$ cat src/cies_pkg.sv
// Constants, types and reset state of the instruction execute subset.
// Assumes one core clock and one AHB-Lite master issuing word transfers.
// Functional notes
// - Each file select pointer is 16 bits and wraps on increment or decrement.
// - Pointer stepping during an indirect move leaves every status flag alone.
// - Indirect port has no storage; it reaches the file its pointer names.
// - Load-option copies the accumulator to the option register, one cycle, no flags.
// - Reset instruction performs a full reset, same as the hardware reset.
// - Return from interrupt pops stack to PC, sets global enable bit 7, two cycles.
// - Return from subroutine pops stack top to PC in two cycles, no flags.
// - Return with literal loads accumulator with immediate and PC from stack top.
// - Rotate left through carry; old carry to bit 0, bit 7 to carry.
// - Rotate right through carry; old carry to bit 7, bit 0 to carry.
// - Literal minus accumulator goes to accumulator; updates carry, nibble carry, zero.
// - File minus accumulator goes to destination; updates carry, nibble carry, zero.
// - Carry set when subtrahend not above minuend; nibble carry likewise on nibbles.
// - File minus accumulator minus inverted carry; updates carry, nibble carry, zero.
// - Sleep clears watchdog and prescaler, sets timeout flag, clears powerdown flag.
// - Nibble swap exchanges file nibbles into destination, no flag changes.
// - Direction load copies accumulator to port A, B or C for operand 5, 6, 7.
// - Literal xor updates accumulator and only the zero flag.
package cies_pkg;

    // ----------------------------------------------------------------
    // Register map (byte addresses, low eight address bits decoded)
    // ----------------------------------------------------------------
    localparam logic [7:0] ADDR_CMD = 8'h00;
    localparam logic [7:0] ADDR_ACC = 8'h04;
    localparam logic [7:0] ADDR_STATUS = 8'h08;
    localparam logic [7:0] ADDR_OPTION = 8'h0C;
    localparam logic [7:0] ADDR_DIR = 8'h10;
    localparam logic [7:0] ADDR_FSR0 = 8'h14;
    localparam logic [7:0] ADDR_FSR1 = 8'h18;
    localparam logic [7:0] ADDR_IRQCTL = 8'h1C;
    localparam logic [7:0] ADDR_PC = 8'h20;
    localparam logic [7:0] ADDR_WDOG = 8'h24;
    localparam logic [1:0] FILE_WIN = 2'h1; // Window at 0x40..0x7C
    localparam logic [2:0] HSIZE_WORD = 3'h2;

    // ----------------------------------------------------------------
    // Field positions and operand codes
    // ----------------------------------------------------------------
    localparam int CMD_W = 14;
    localparam int ST_C = 0;
    localparam int ST_DC = 1;
    localparam int ST_Z = 2;
    localparam int ST_PD = 3;
    localparam int ST_TMO = 4;
    localparam int ST_BUSY = 8;
    localparam int ST_SLEEP = 9;
    localparam int IRQ_GLOBAL_BIT = 7;
    localparam logic [3:0] IND0_FILE = 4'h0;
    localparam logic [3:0] IND1_FILE = 4'h1;
    localparam logic [2:0] DIR_SEL_A = 3'h5;
    localparam logic [2:0] DIR_SEL_B = 3'h6;
    localparam logic [2:0] DIR_SEL_C = 3'h7;

    // ----------------------------------------------------------------
    // Reset values
    // ----------------------------------------------------------------
    localparam logic [7:0] OPTION_RST = 8'hFF;
    localparam logic [7:0] DIR_RST = 8'hFF;

    typedef enum logic [4:0] {
        OP_NOP = 5'b00000,
        OP_LOAD_OPTION = 5'b00001,
        OP_SOFT_RESET = 5'b00010,
        OP_RET_IRQ = 5'b00011,
        OP_RET_SUB = 5'b00100,
        OP_RET_LIT = 5'b00101,
        OP_ROT_LEFT = 5'b00110,
        OP_ROT_RIGHT = 5'b00111,
        OP_LIT_MINUS_ACC = 5'b01000,
        OP_FILE_MINUS_ACC = 5'b01001,
        OP_FILE_MINUS_BRW = 5'b01010,
        OP_NIBBLE_SWAP = 5'b01011,
        OP_DIR_LOAD = 5'b01100,
        OP_LIT_XOR = 5'b01101,
        OP_SLEEP = 5'b01110,
        OP_LOAD_ACC = 5'b01111,
        OP_STORE_FILE = 5'b10000,
        OP_PUSH = 5'b10001,
        OP_IND_STORE = 5'b10010
    } cies_op_t;

    typedef struct packed {
        logic dest;
        cies_op_t op;
        logic [7:0] lit;
    } cies_cmd_t;

    typedef struct packed {
        logic [7:0] acc;
        logic c;
        logic nibble_carry_flag;
        logic z;
        logic timeout_flag;
        logic powerdown_flag;
        logic [7:0] option_cfg;
        logic [7:0] direction_reg_port_a;
        logic [7:0] direction_reg_port_b;
        logic [7:0] direction_reg_port_c;
        logic [1:0][15:0] file_select_pointer;
        logic [7:0] irq_control;
        logic [14:0] pc;
        logic [15:0][14:0] stack;
        logic [3:0] sp;
        logic [15:0][7:0] files;
        logic [7:0] watchdog_counter;
        logic [7:0] wdog_pre;
        logic busy;
        logic asleep;
        logic ap_valid;
        logic ap_write;
        logic [7:0] ap_addr;
        logic [31:0] rdata;
    } cies_state_t;

    function automatic cies_state_t cies_rst_state();
        cies_state_t s;
        s = '0;
        s.option_cfg = OPTION_RST;
        s.direction_reg_port_a = DIR_RST;
        s.direction_reg_port_b = DIR_RST;
        s.direction_reg_port_c = DIR_RST;
        s.timeout_flag = 1'b1;
        s.powerdown_flag = 1'b1;
        return s;
    endfunction : cies_rst_state

    localparam cies_state_t CIES_ST_RST = cies_rst_state();

endpackage : cies_pkg

$ cat src/cies_core.sv
// Execute unit for a subset of the core instruction set, AHB-Lite slave.
// Assumes a single master, word transfers, one 100 MHz clock hclk.
//
// Register access over AHB-Lite and the register addresses were chosen for this implementation.
`timescale 1ns/10ps
module cies_core
    import cies_pkg::*;
(
    input wire logic hclk,
    input wire logic hresetn,
    input wire logic hsel,
    input wire logic [31:0] haddr,
    input wire logic [1:0] htrans,
    input wire logic hwrite,
    input wire logic [2:0] hsize,
    input wire logic [31:0] hwdata,
    input wire logic hready,
    output logic hreadyout,
    output logic hresp,
    output logic [31:0] hrdata
);

    // ----------------------------------------------------------------
    // State and helpers
    // ----------------------------------------------------------------
    cies_state_t st_reg;
    cies_state_t st_next;
    cies_cmd_t cmd;
    logic dp_done;
    logic exec_now;
    logic addr_take;
    logic wrap;
    logic wr_dst;
    logic [7:0] res;
    logic [3:0] fidx;
    logic [7:0] fval;
    logic [9:0] subr;
    logic [14:0] stack_top;

    // Map a file operand to an array entry; ports 0 and 1 are pointers
    function automatic logic [3:0] file_index(
        input cies_state_t s,
        input logic [3:0] fa
    );
        logic [3:0] idx;
        idx = fa;
        if (fa == IND0_FILE) begin
            idx = s.file_select_pointer[0][3:0];
        end else if (fa == IND1_FILE) begin
            idx = s.file_select_pointer[1][3:0];
        end
        return idx;
    endfunction : file_index

    // Minuend minus subtrahend minus borrow, {carry, nibble carry, result}
    function automatic logic [9:0] sub_flags(
        input logic [7:0] m,
        input logic [7:0] s,
        input logic bin
    );
        logic [8:0] full;
        logic [4:0] low;
        full = {1'b0, m} - {1'b0, s} - {8'h00, bin};
        low = {1'b0, m[3:0]} - {1'b0, s[3:0]} - {4'h0, bin};
        return {~full[8], ~low[4], full[7:0]};
    endfunction : sub_flags

    // Read data for one register offset
    function automatic logic [31:0] reg_read(
        input cies_state_t s,
        input logic [7:0] a
    );
        logic [31:0] d;
        d = 32'h0000_0000;
        case (a)
            ADDR_ACC: d[7:0] = s.acc;
            ADDR_STATUS: begin
                d[ST_C] = s.c;
                d[ST_DC] = s.nibble_carry_flag;
                d[ST_Z] = s.z;
                d[ST_PD] = s.powerdown_flag;
                d[ST_TMO] = s.timeout_flag;
                d[ST_BUSY] = s.busy;
                d[ST_SLEEP] = s.asleep;
            end
            ADDR_OPTION: d[7:0] = s.option_cfg;
            ADDR_DIR: d[23:0] = {s.direction_reg_port_c,
                s.direction_reg_port_b, s.direction_reg_port_a};
            ADDR_FSR0: d[15:0] = s.file_select_pointer[0];
            ADDR_FSR1: d[15:0] = s.file_select_pointer[1];
            ADDR_IRQCTL: d[7:0] = s.irq_control;
            ADDR_PC: d[19:0] = {s.sp, 1'b0, s.pc};
            ADDR_WDOG: d[15:0] = {s.wdog_pre, s.watchdog_counter};
            default: begin
                if (a[7:6] == FILE_WIN) begin
                    d[7:0] = s.files[a[5:2]];
                end
            end
        endcase
        return d;
    endfunction : reg_read

    // ----------------------------------------------------------------
    // Bus outputs
    // ----------------------------------------------------------------
    // Command write waits out the idle cycle of a return
    // idle cycle stall
    assign hreadyout = ~(st_reg.ap_valid & st_reg.ap_write
        & (st_reg.ap_addr == ADDR_CMD) & st_reg.busy);
    assign hresp = 1'b0;
    assign hrdata = st_reg.rdata;

    // ----------------------------------------------------------------
    // Next state
    // ----------------------------------------------------------------
    always_comb begin
        cmd = cies_cmd_t'(hwdata[CMD_W-1:0]);
        dp_done = st_reg.ap_valid & hready;
        exec_now = dp_done & st_reg.ap_write & (st_reg.ap_addr == ADDR_CMD);
        addr_take = hready & hsel & htrans[1] & (hsize == HSIZE_WORD);
        fidx = file_index(st_reg, cmd.lit[3:0]);
        fval = st_reg.files[fidx];
        stack_top = st_reg.stack[st_reg.sp - 4'h1];
    end

    // Register updates and instruction execution
    always_comb begin
        st_next = st_reg;
        st_next.busy = 1'b0;
        subr = 10'h000;
        res = 8'h00;
        wr_dst = 1'b0;
        // Watchdog prescaler and counter run freely
        {wrap, st_next.wdog_pre} = {1'b0, st_reg.wdog_pre} + 9'h001;
        st_next.watchdog_counter = st_reg.watchdog_counter + {7'h00, wrap};
        // Plain register writes in the data phase
        if (dp_done && st_reg.ap_write) begin
            case (st_reg.ap_addr)
                ADDR_ACC: st_next.acc = hwdata[7:0];
                ADDR_STATUS: {st_next.z, st_next.nibble_carry_flag,
                    st_next.c} = hwdata[2:0];
                ADDR_FSR0: st_next.file_select_pointer[0] = hwdata[15:0];
                ADDR_FSR1: st_next.file_select_pointer[1] = hwdata[15:0];
                ADDR_IRQCTL: st_next.irq_control = hwdata[7:0];
                default: begin
                    if (st_reg.ap_addr[7:6] == FILE_WIN) begin
                        st_next.files[st_reg.ap_addr[5:2]] = hwdata[7:0];
                    end
                end
            endcase
        end
        // Instruction execution
        if (exec_now) begin
            st_next.asleep = 1'b0;
            st_next.pc = st_reg.pc + 15'h0001;
            unique case (cmd.op)
                OP_NOP: ;
                OP_LOAD_OPTION: st_next.option_cfg = st_reg.acc;
                OP_SOFT_RESET: st_next = CIES_ST_RST;
                OP_RET_IRQ: begin
                    st_next.pc = stack_top;
                    st_next.sp = st_reg.sp - 4'h1;
                    st_next.irq_control[IRQ_GLOBAL_BIT] = 1'b1;
                    st_next.busy = 1'b1;
                end
                OP_RET_SUB: begin
                    st_next.pc = stack_top;
                    st_next.sp = st_reg.sp - 4'h1;
                    st_next.busy = 1'b1;
                end
                OP_RET_LIT: begin
                    st_next.acc = cmd.lit;
                    st_next.pc = stack_top;
                    st_next.sp = st_reg.sp - 4'h1;
                    st_next.busy = 1'b1;
                end
                OP_ROT_LEFT: begin
                    res = {fval[6:0], st_reg.c};
                    st_next.c = fval[7];
                    wr_dst = 1'b1;
                end
                OP_ROT_RIGHT: begin
                    res = {st_reg.c, fval[7:1]};
                    st_next.c = fval[0];
                    wr_dst = 1'b1;
                end
                OP_LIT_MINUS_ACC: begin
                    subr = sub_flags(cmd.lit, st_reg.acc, 1'b0);
                    st_next.acc = subr[7:0];
                end
                OP_FILE_MINUS_ACC: begin
                    subr = sub_flags(fval, st_reg.acc, 1'b0);
                    wr_dst = 1'b1;
                end
                OP_FILE_MINUS_BRW: begin
                    subr = sub_flags(fval, st_reg.acc, ~st_reg.c);
                    wr_dst = 1'b1;
                end
                OP_NIBBLE_SWAP: begin
                    res = {fval[3:0], fval[7:4]};
                    wr_dst = 1'b1;
                end
                OP_DIR_LOAD: begin
                    if (cmd.lit[2:0] == DIR_SEL_A) begin
                        st_next.direction_reg_port_a = st_reg.acc;
                    end else if (cmd.lit[2:0] == DIR_SEL_B) begin
                        st_next.direction_reg_port_b = st_reg.acc;
                    end else if (cmd.lit[2:0] == DIR_SEL_C) begin
                        st_next.direction_reg_port_c = st_reg.acc;
                    end
                end
                OP_LIT_XOR: begin
                    st_next.acc = st_reg.acc ^ cmd.lit;
                    st_next.z = ((st_reg.acc ^ cmd.lit) == 8'h00);
                end
                OP_SLEEP: begin
                    st_next.watchdog_counter = 8'h00;
                    st_next.wdog_pre = 8'h00;
                    st_next.timeout_flag = 1'b1;
                    st_next.powerdown_flag = 1'b0;
                    st_next.asleep = 1'b1;
                end
                OP_LOAD_ACC: st_next.acc = cmd.lit;
                OP_STORE_FILE: st_next.files[fidx] = st_reg.acc;
                // Call-like push for return targets
                OP_PUSH: begin
                    st_next.stack[st_reg.sp] = st_reg.pc + 15'h0001;
                    st_next.sp = st_reg.sp + 4'h1;
                    st_next.pc = {7'h00, cmd.lit};
                end
                OP_IND_STORE: begin
                    st_next.files[st_reg.file_select_pointer[cmd.lit[1]][3:0]]
                        = st_reg.acc;
                    if (cmd.lit[0]) begin
                        st_next.file_select_pointer[cmd.lit[1]] =
                            st_reg.file_select_pointer[cmd.lit[1]] - 16'h0001;
                    end else begin
                        st_next.file_select_pointer[cmd.lit[1]] =
                            st_reg.file_select_pointer[cmd.lit[1]] + 16'h0001;
                    end
                end
                default: ;
            endcase
            if (cmd.op == OP_LIT_MINUS_ACC || cmd.op == OP_FILE_MINUS_ACC ||
                cmd.op == OP_FILE_MINUS_BRW) begin
                st_next.c = subr[9];
                st_next.nibble_carry_flag = subr[8];
                st_next.z = (subr[7:0] == 8'h00);
                res = subr[7:0];
            end
            // Destination bit selects accumulator or file
            if (wr_dst) begin
                if (cmd.dest) begin
                    st_next.files[fidx] = res;
                end else begin
                    st_next.acc = res;
                end
            end
        end
        // Address phase capture and read data
        if (hready) begin
            st_next.ap_valid = addr_take;
            st_next.ap_write = hwrite;
            st_next.ap_addr = haddr[7:0];
            if (addr_take && !hwrite) begin
                st_next.rdata = reg_read(st_reg, haddr[7:0]);
            end
        end
    end

    // State register
    always_ff @(posedge hclk or negedge hresetn) begin
        if (!hresetn) begin
            st_reg <= CIES_ST_RST;
        end else begin
            st_reg <= st_next;
        end
    end
endmodule : cies_core

$ cat config.mk
export PLATFORM = sky130hd
export DESIGN_NAME = cies_core
export DESIGN_NICKNAME = d
export VERILOG_FILES = /design/src/cies_pkg.sv /design/src/cies_core.sv
export SDC_FILE = /design/constraint.sdc
export NUM_CORES = 2
export LEC_CHECK = 0
export BUFFER_PORTS_ARGS = -buffer_cell sky130_fd_sc_hd__buf_4
export CAP_MARGIN = 15
export CELL_PAD_IN_SITES_DETAIL_PLACEMENT = 2
export CELL_PAD_IN_SITES_GLOBAL_PLACEMENT = 2
export CORE_ASPECT_RATIO = 0.8
export CORE_MARGIN = 2
export CORE_UTILIZATION = 35
export DETAILED_ROUTE_END_ITERATION = 6
export PLACE_DENSITY_LB_ADDON = 0.1
export SETUP_SLACK_MARGIN = 0.15
export SLEW_MARGIN = 15
export SYNTH_ARGS = -nofsm -noshare
export SYNTH_HDL_FRONTEND = slang
export SYNTH_SLANG_ARGS = --single-unit
$ cat constraint.sdc
create_clock -name hclk -period 4.99 [get_ports hclk]
set_input_delay 0.998 -clock hclk [delete_from_list [all_inputs] [get_ports hclk]]
set_output_delay 0.998 -clock hclk [all_outputs]
set_load 0.05 [all_outputs]
==> flow_summary_export.csv <==
group,metric,value,unit
placed_design,place_hpwl,103,mm
die,die_h,275,um
cells_and_area,largest_reg_flops,499,
yosys,async_flop_share,1.00,
critical_path,worstSetupEndpointType,"flip-flop",
drt,drt-initial-drc-count,2498,
drt,drc,0,
yosys,synth_fp_nets,3497,
sta,worst_slack,118,ps
yosys,yosysTopAreaCell,"dfrtp_1",
clock_network,clk_pin_slew,60,ps
yosys,synth_compound_area_frac,0.203,
yosys,synth-simple-area-share,0.153,
critical_path,path_class,"input port to flip-flop",
run_status,status,"finished clean",
yosys,avgSynthCellArea,9.45,um2
yosys,dominantRegCellSynth,"dfrtp_1",
drt,wl_per_cell,31.3,um
cells_and_area,final_util,0.419,
clock_network,cts_made_buffers,66,
placed_design,pre_cts_ws,-567,ps
critical_path,rr_worst_depth,19,
critical_path,reg2reg_slack,200,ps
sta,slew_viol_final,0,
sta,fmaxAchievable,0.205,GHz
yosys,yosys_warnings,0,
critical_path,path_max_fanout,8,
grt,grt_pass1_vias,32400,
grt,grt_pass1_wl,220,mm
sta,period_needed,4870,ps
yosys,synth_top_family_by_area,"compound AO/OA/AOI/OAI gates",
power,power_density,284,nW/um2
yosys,seq_area_frac_synth,0.416,
drt,dr.pass1.iters,6,
die,start_util,0.352,
clock_network,cts.path.max_buffers,3,
grt,grt_use_total,0.311,
yosys,synth_cell_types,90,
die,coreArea,90900,um2
yosys,yosys_register_bits,531,
clock_network,cts.sinks,531,
die,die_w,342,um
sta,rsz0062_at_grt,"no",
drt,routed-via-count,30200,
grt,overflow,0,
critical_path,start_kind,"input port",
critical_path,crit_required,5500,ps
worst_hold_path,holdCritPathClass,"input port to async pin",
yosys,syn_area,32000,um2
critical_path,arrival,5380,ps
critical_path,worstReg2RegEnd,"st_reg[130]",
cells_and_area,areaGrowthSynthToFinish,19.0,%
yosys,synthXorXnorAreaFrac,0.0159,
drt,wl,150,mm
sta,hold_violations,0,
yosys,synth_area_leaders,"dfrtp_1 39%, mux4_2 7.2%, mux2i_1 6.9%, nand2_1 5.2%, nor2_1 4.4%",
clock_network,htree_levels,3,
yosys,synthMuxAreaShare,0.154,
sta,skew,19.8,ps
drt,ant_nets,0,
power,ir_worst_vdd,188,uV
power,p_total,0.0108,W
flow_run,cap_viol_max_count,0,
critical_path,timing.rr.start,"st_reg[471]",
power,power_leakage,15.2,nW
die,ioPinCount,108,
yosys,synth-edff-count,0,
yosys,synth_top_area_share,0.389,
yosys,synthAdderAreaFrac,0.0130,
cells_and_area,n_fill_cell,9628,
clock_network,clk_latency,650,ps
placed_design,gp_congestion,0.960,
cells_and_area,drive_gt1_frac,0.206,
grt,antenna_found_initial,4,
clock_network,cts_tree,"built",
sta,finalCritPeriodShare,0.976,
yosys,synthCells,3391,
drt,viasPerCell,6.32,
cells_and_area,nNetsFinal,3622,
die,fp-row-count,99,
sta,slew_headroom,0.208,
placed_design,port_buffers,65,
clock_network,cts-root-buf,"clkbuf_16",
grt,grt_max_degree,108,
sta,setup_viol,0,
die,dieArea,94000,um2
sta,tightestPinTransition,1190,ps
cells in the final DEF, fill, tap and decap left out, types with 17 or more instances in the layout:
| cell type | count |
|---|---|
| nand3_1 | 106 |
| a22oi_1 | 25 |
| a22o_1 | 19 |
| dfrtp_1 | 497 |
| clkbuf_1 | 19 |
| xor2_1 | 30 |
| o21ai_0 | 206 |
| dfstp_2 | 33 |
| mux2i_1 | 220 |
| a211oi_1 | 160 |
| mux4_2 | 103 |
| buf_12 | 25 |
| and3_1 | 24 |
| o22ai_1 | 35 |
| ha_1 | 24 |
| nor3_1 | 37 |
| clkbuf_16 | 75 |
| a21oi_1 | 205 |
| inv_1 | 30 |
| xnor2_1 | 19 |
| nor2_1 | 370 |
| a221oi_1 | 18 |
| buf_4 | 309 |
| nor2b_1 | 35 |
| o221ai_2 | 17 |
| mux2_2 | 27 |
| nand2_1 | 443 |
| o221ai_1 | 80 |
| o21ai_1 | 22 |
worst max-delay path by stage:
stage | start | end
2_1_floorplan | hwdata[2] | st_reg[185]
3_3_place_gp | hwdata[1] | st_reg[81]
3_5_place_dp | hwdata[1] | st_reg[66]
4_1_cts | hwdata[2] | st_reg[66]
5_1_grt | hwdata[1] | st_reg[130]
6_report | hwdata[1] | st_reg[130]
worst max-delay path, cell delays in order:
cell	delay, ps
buf_4	130
o41a_4	500
a21oi_4	180
buf_12	170
buf_12	130
mux4_2	580
o22ai_4	170
a21oi_4	80
ha_4	180
buf_4	150
a21o_1	180
a211oi_2	250
nand2_1	150
a2111oi_4	430
o21a_1	180
o211ai_1	180
a211oi_4	260
buf_6	170
clkbuf_16	190
o21bai_1	80
per-stage QoR:
stage          TNS, ps  hold WS, ps  instance area, um2  cells
4_1_cts              0          466               37400   4751
5_1_grt              0          487               38100   4779
6_report             0          436               38100   4783
3_5_place_dp    -53260          469               35200   4631
2_1_floorplan    -1030          445               32300   3391
3_3_place_gp    -36210          458               35200   4631
logic make-up after synthesis:
logic type | after synthesis
multiplexers | 355
other | 1
XOR/XNOR | 58
AND/OR/NAND/NOR | 1125
adder cells (fa/ha/maj) | 32
flip-flops | 531
AO/OA/AOI/OAI | 959
buffers and inverters | 330
layout make-up:
class / instances / area [um2] / area share
multi-input combinational: 2530 / 17800 / 0.467
sequential: 531 / 13300 / 0.350
timing repair buffer: 351 / 3130 / 0.0820
clock buffer: 98 / 1920 / 0.0505
tap: 1212 / 1520 / 0.0398
clock inverter: 21 / 272 / 0.00712
inverter: 36 / 135 / 0.00354
antenna: 4 / 10.0 / 0.000263
synth_stat cells (34+ instances only):
master    number
buf_4         36
nand2_1      446
a21oi_1      209
a211oi_1     162
mux4_2       102
inv_1         34
clkbuf_1     194
nand3_1      110
mux2i_1      221
o21ai_0      219
dfrtp_1      498
o221ai_1      97
nor3_1        48
o22ai_1       39
nor2b_1       36
nor2_1       379
power by group:
part / switching, W / total, W / internal, W / leakage, nW
sequential: 0.0000722 / 0.00444 / 0.00436 / 7.19
combinational: 0.000856 / 0.00135 / 0.000498 / 6.91
clock: 0.00210 / 0.00504 / 0.00294 / 1.08
total: 0.00303 / 0.0108 / 0.00780 / 15.2
timing repair:
action / CTS / global route
endpoints found under the setup margin: 51 / 103
setup buffers: 1 / 21
resized for setup: 3 / 69
hold buffers: 0 / 0
cloned: 0 / 7
pin swaps: 3 / 31
per-layer routing:
layer / track usage / vias to the layer above / wire (um) / share of wire
li1: - / 12800 / - / -
met1: 0.455 / 16100 / 69000 / 0.46
met2: 0.467 / 1085 / 65200 / 0.44
met3: 0.0572 / 251 / 11200 / 0.075
met4: 0.0920 / 2 / 4370 / 0.029
met5: 0 / - / 11 / 0.000073
No activity file was read; power rests on OpenSTA's default activity.
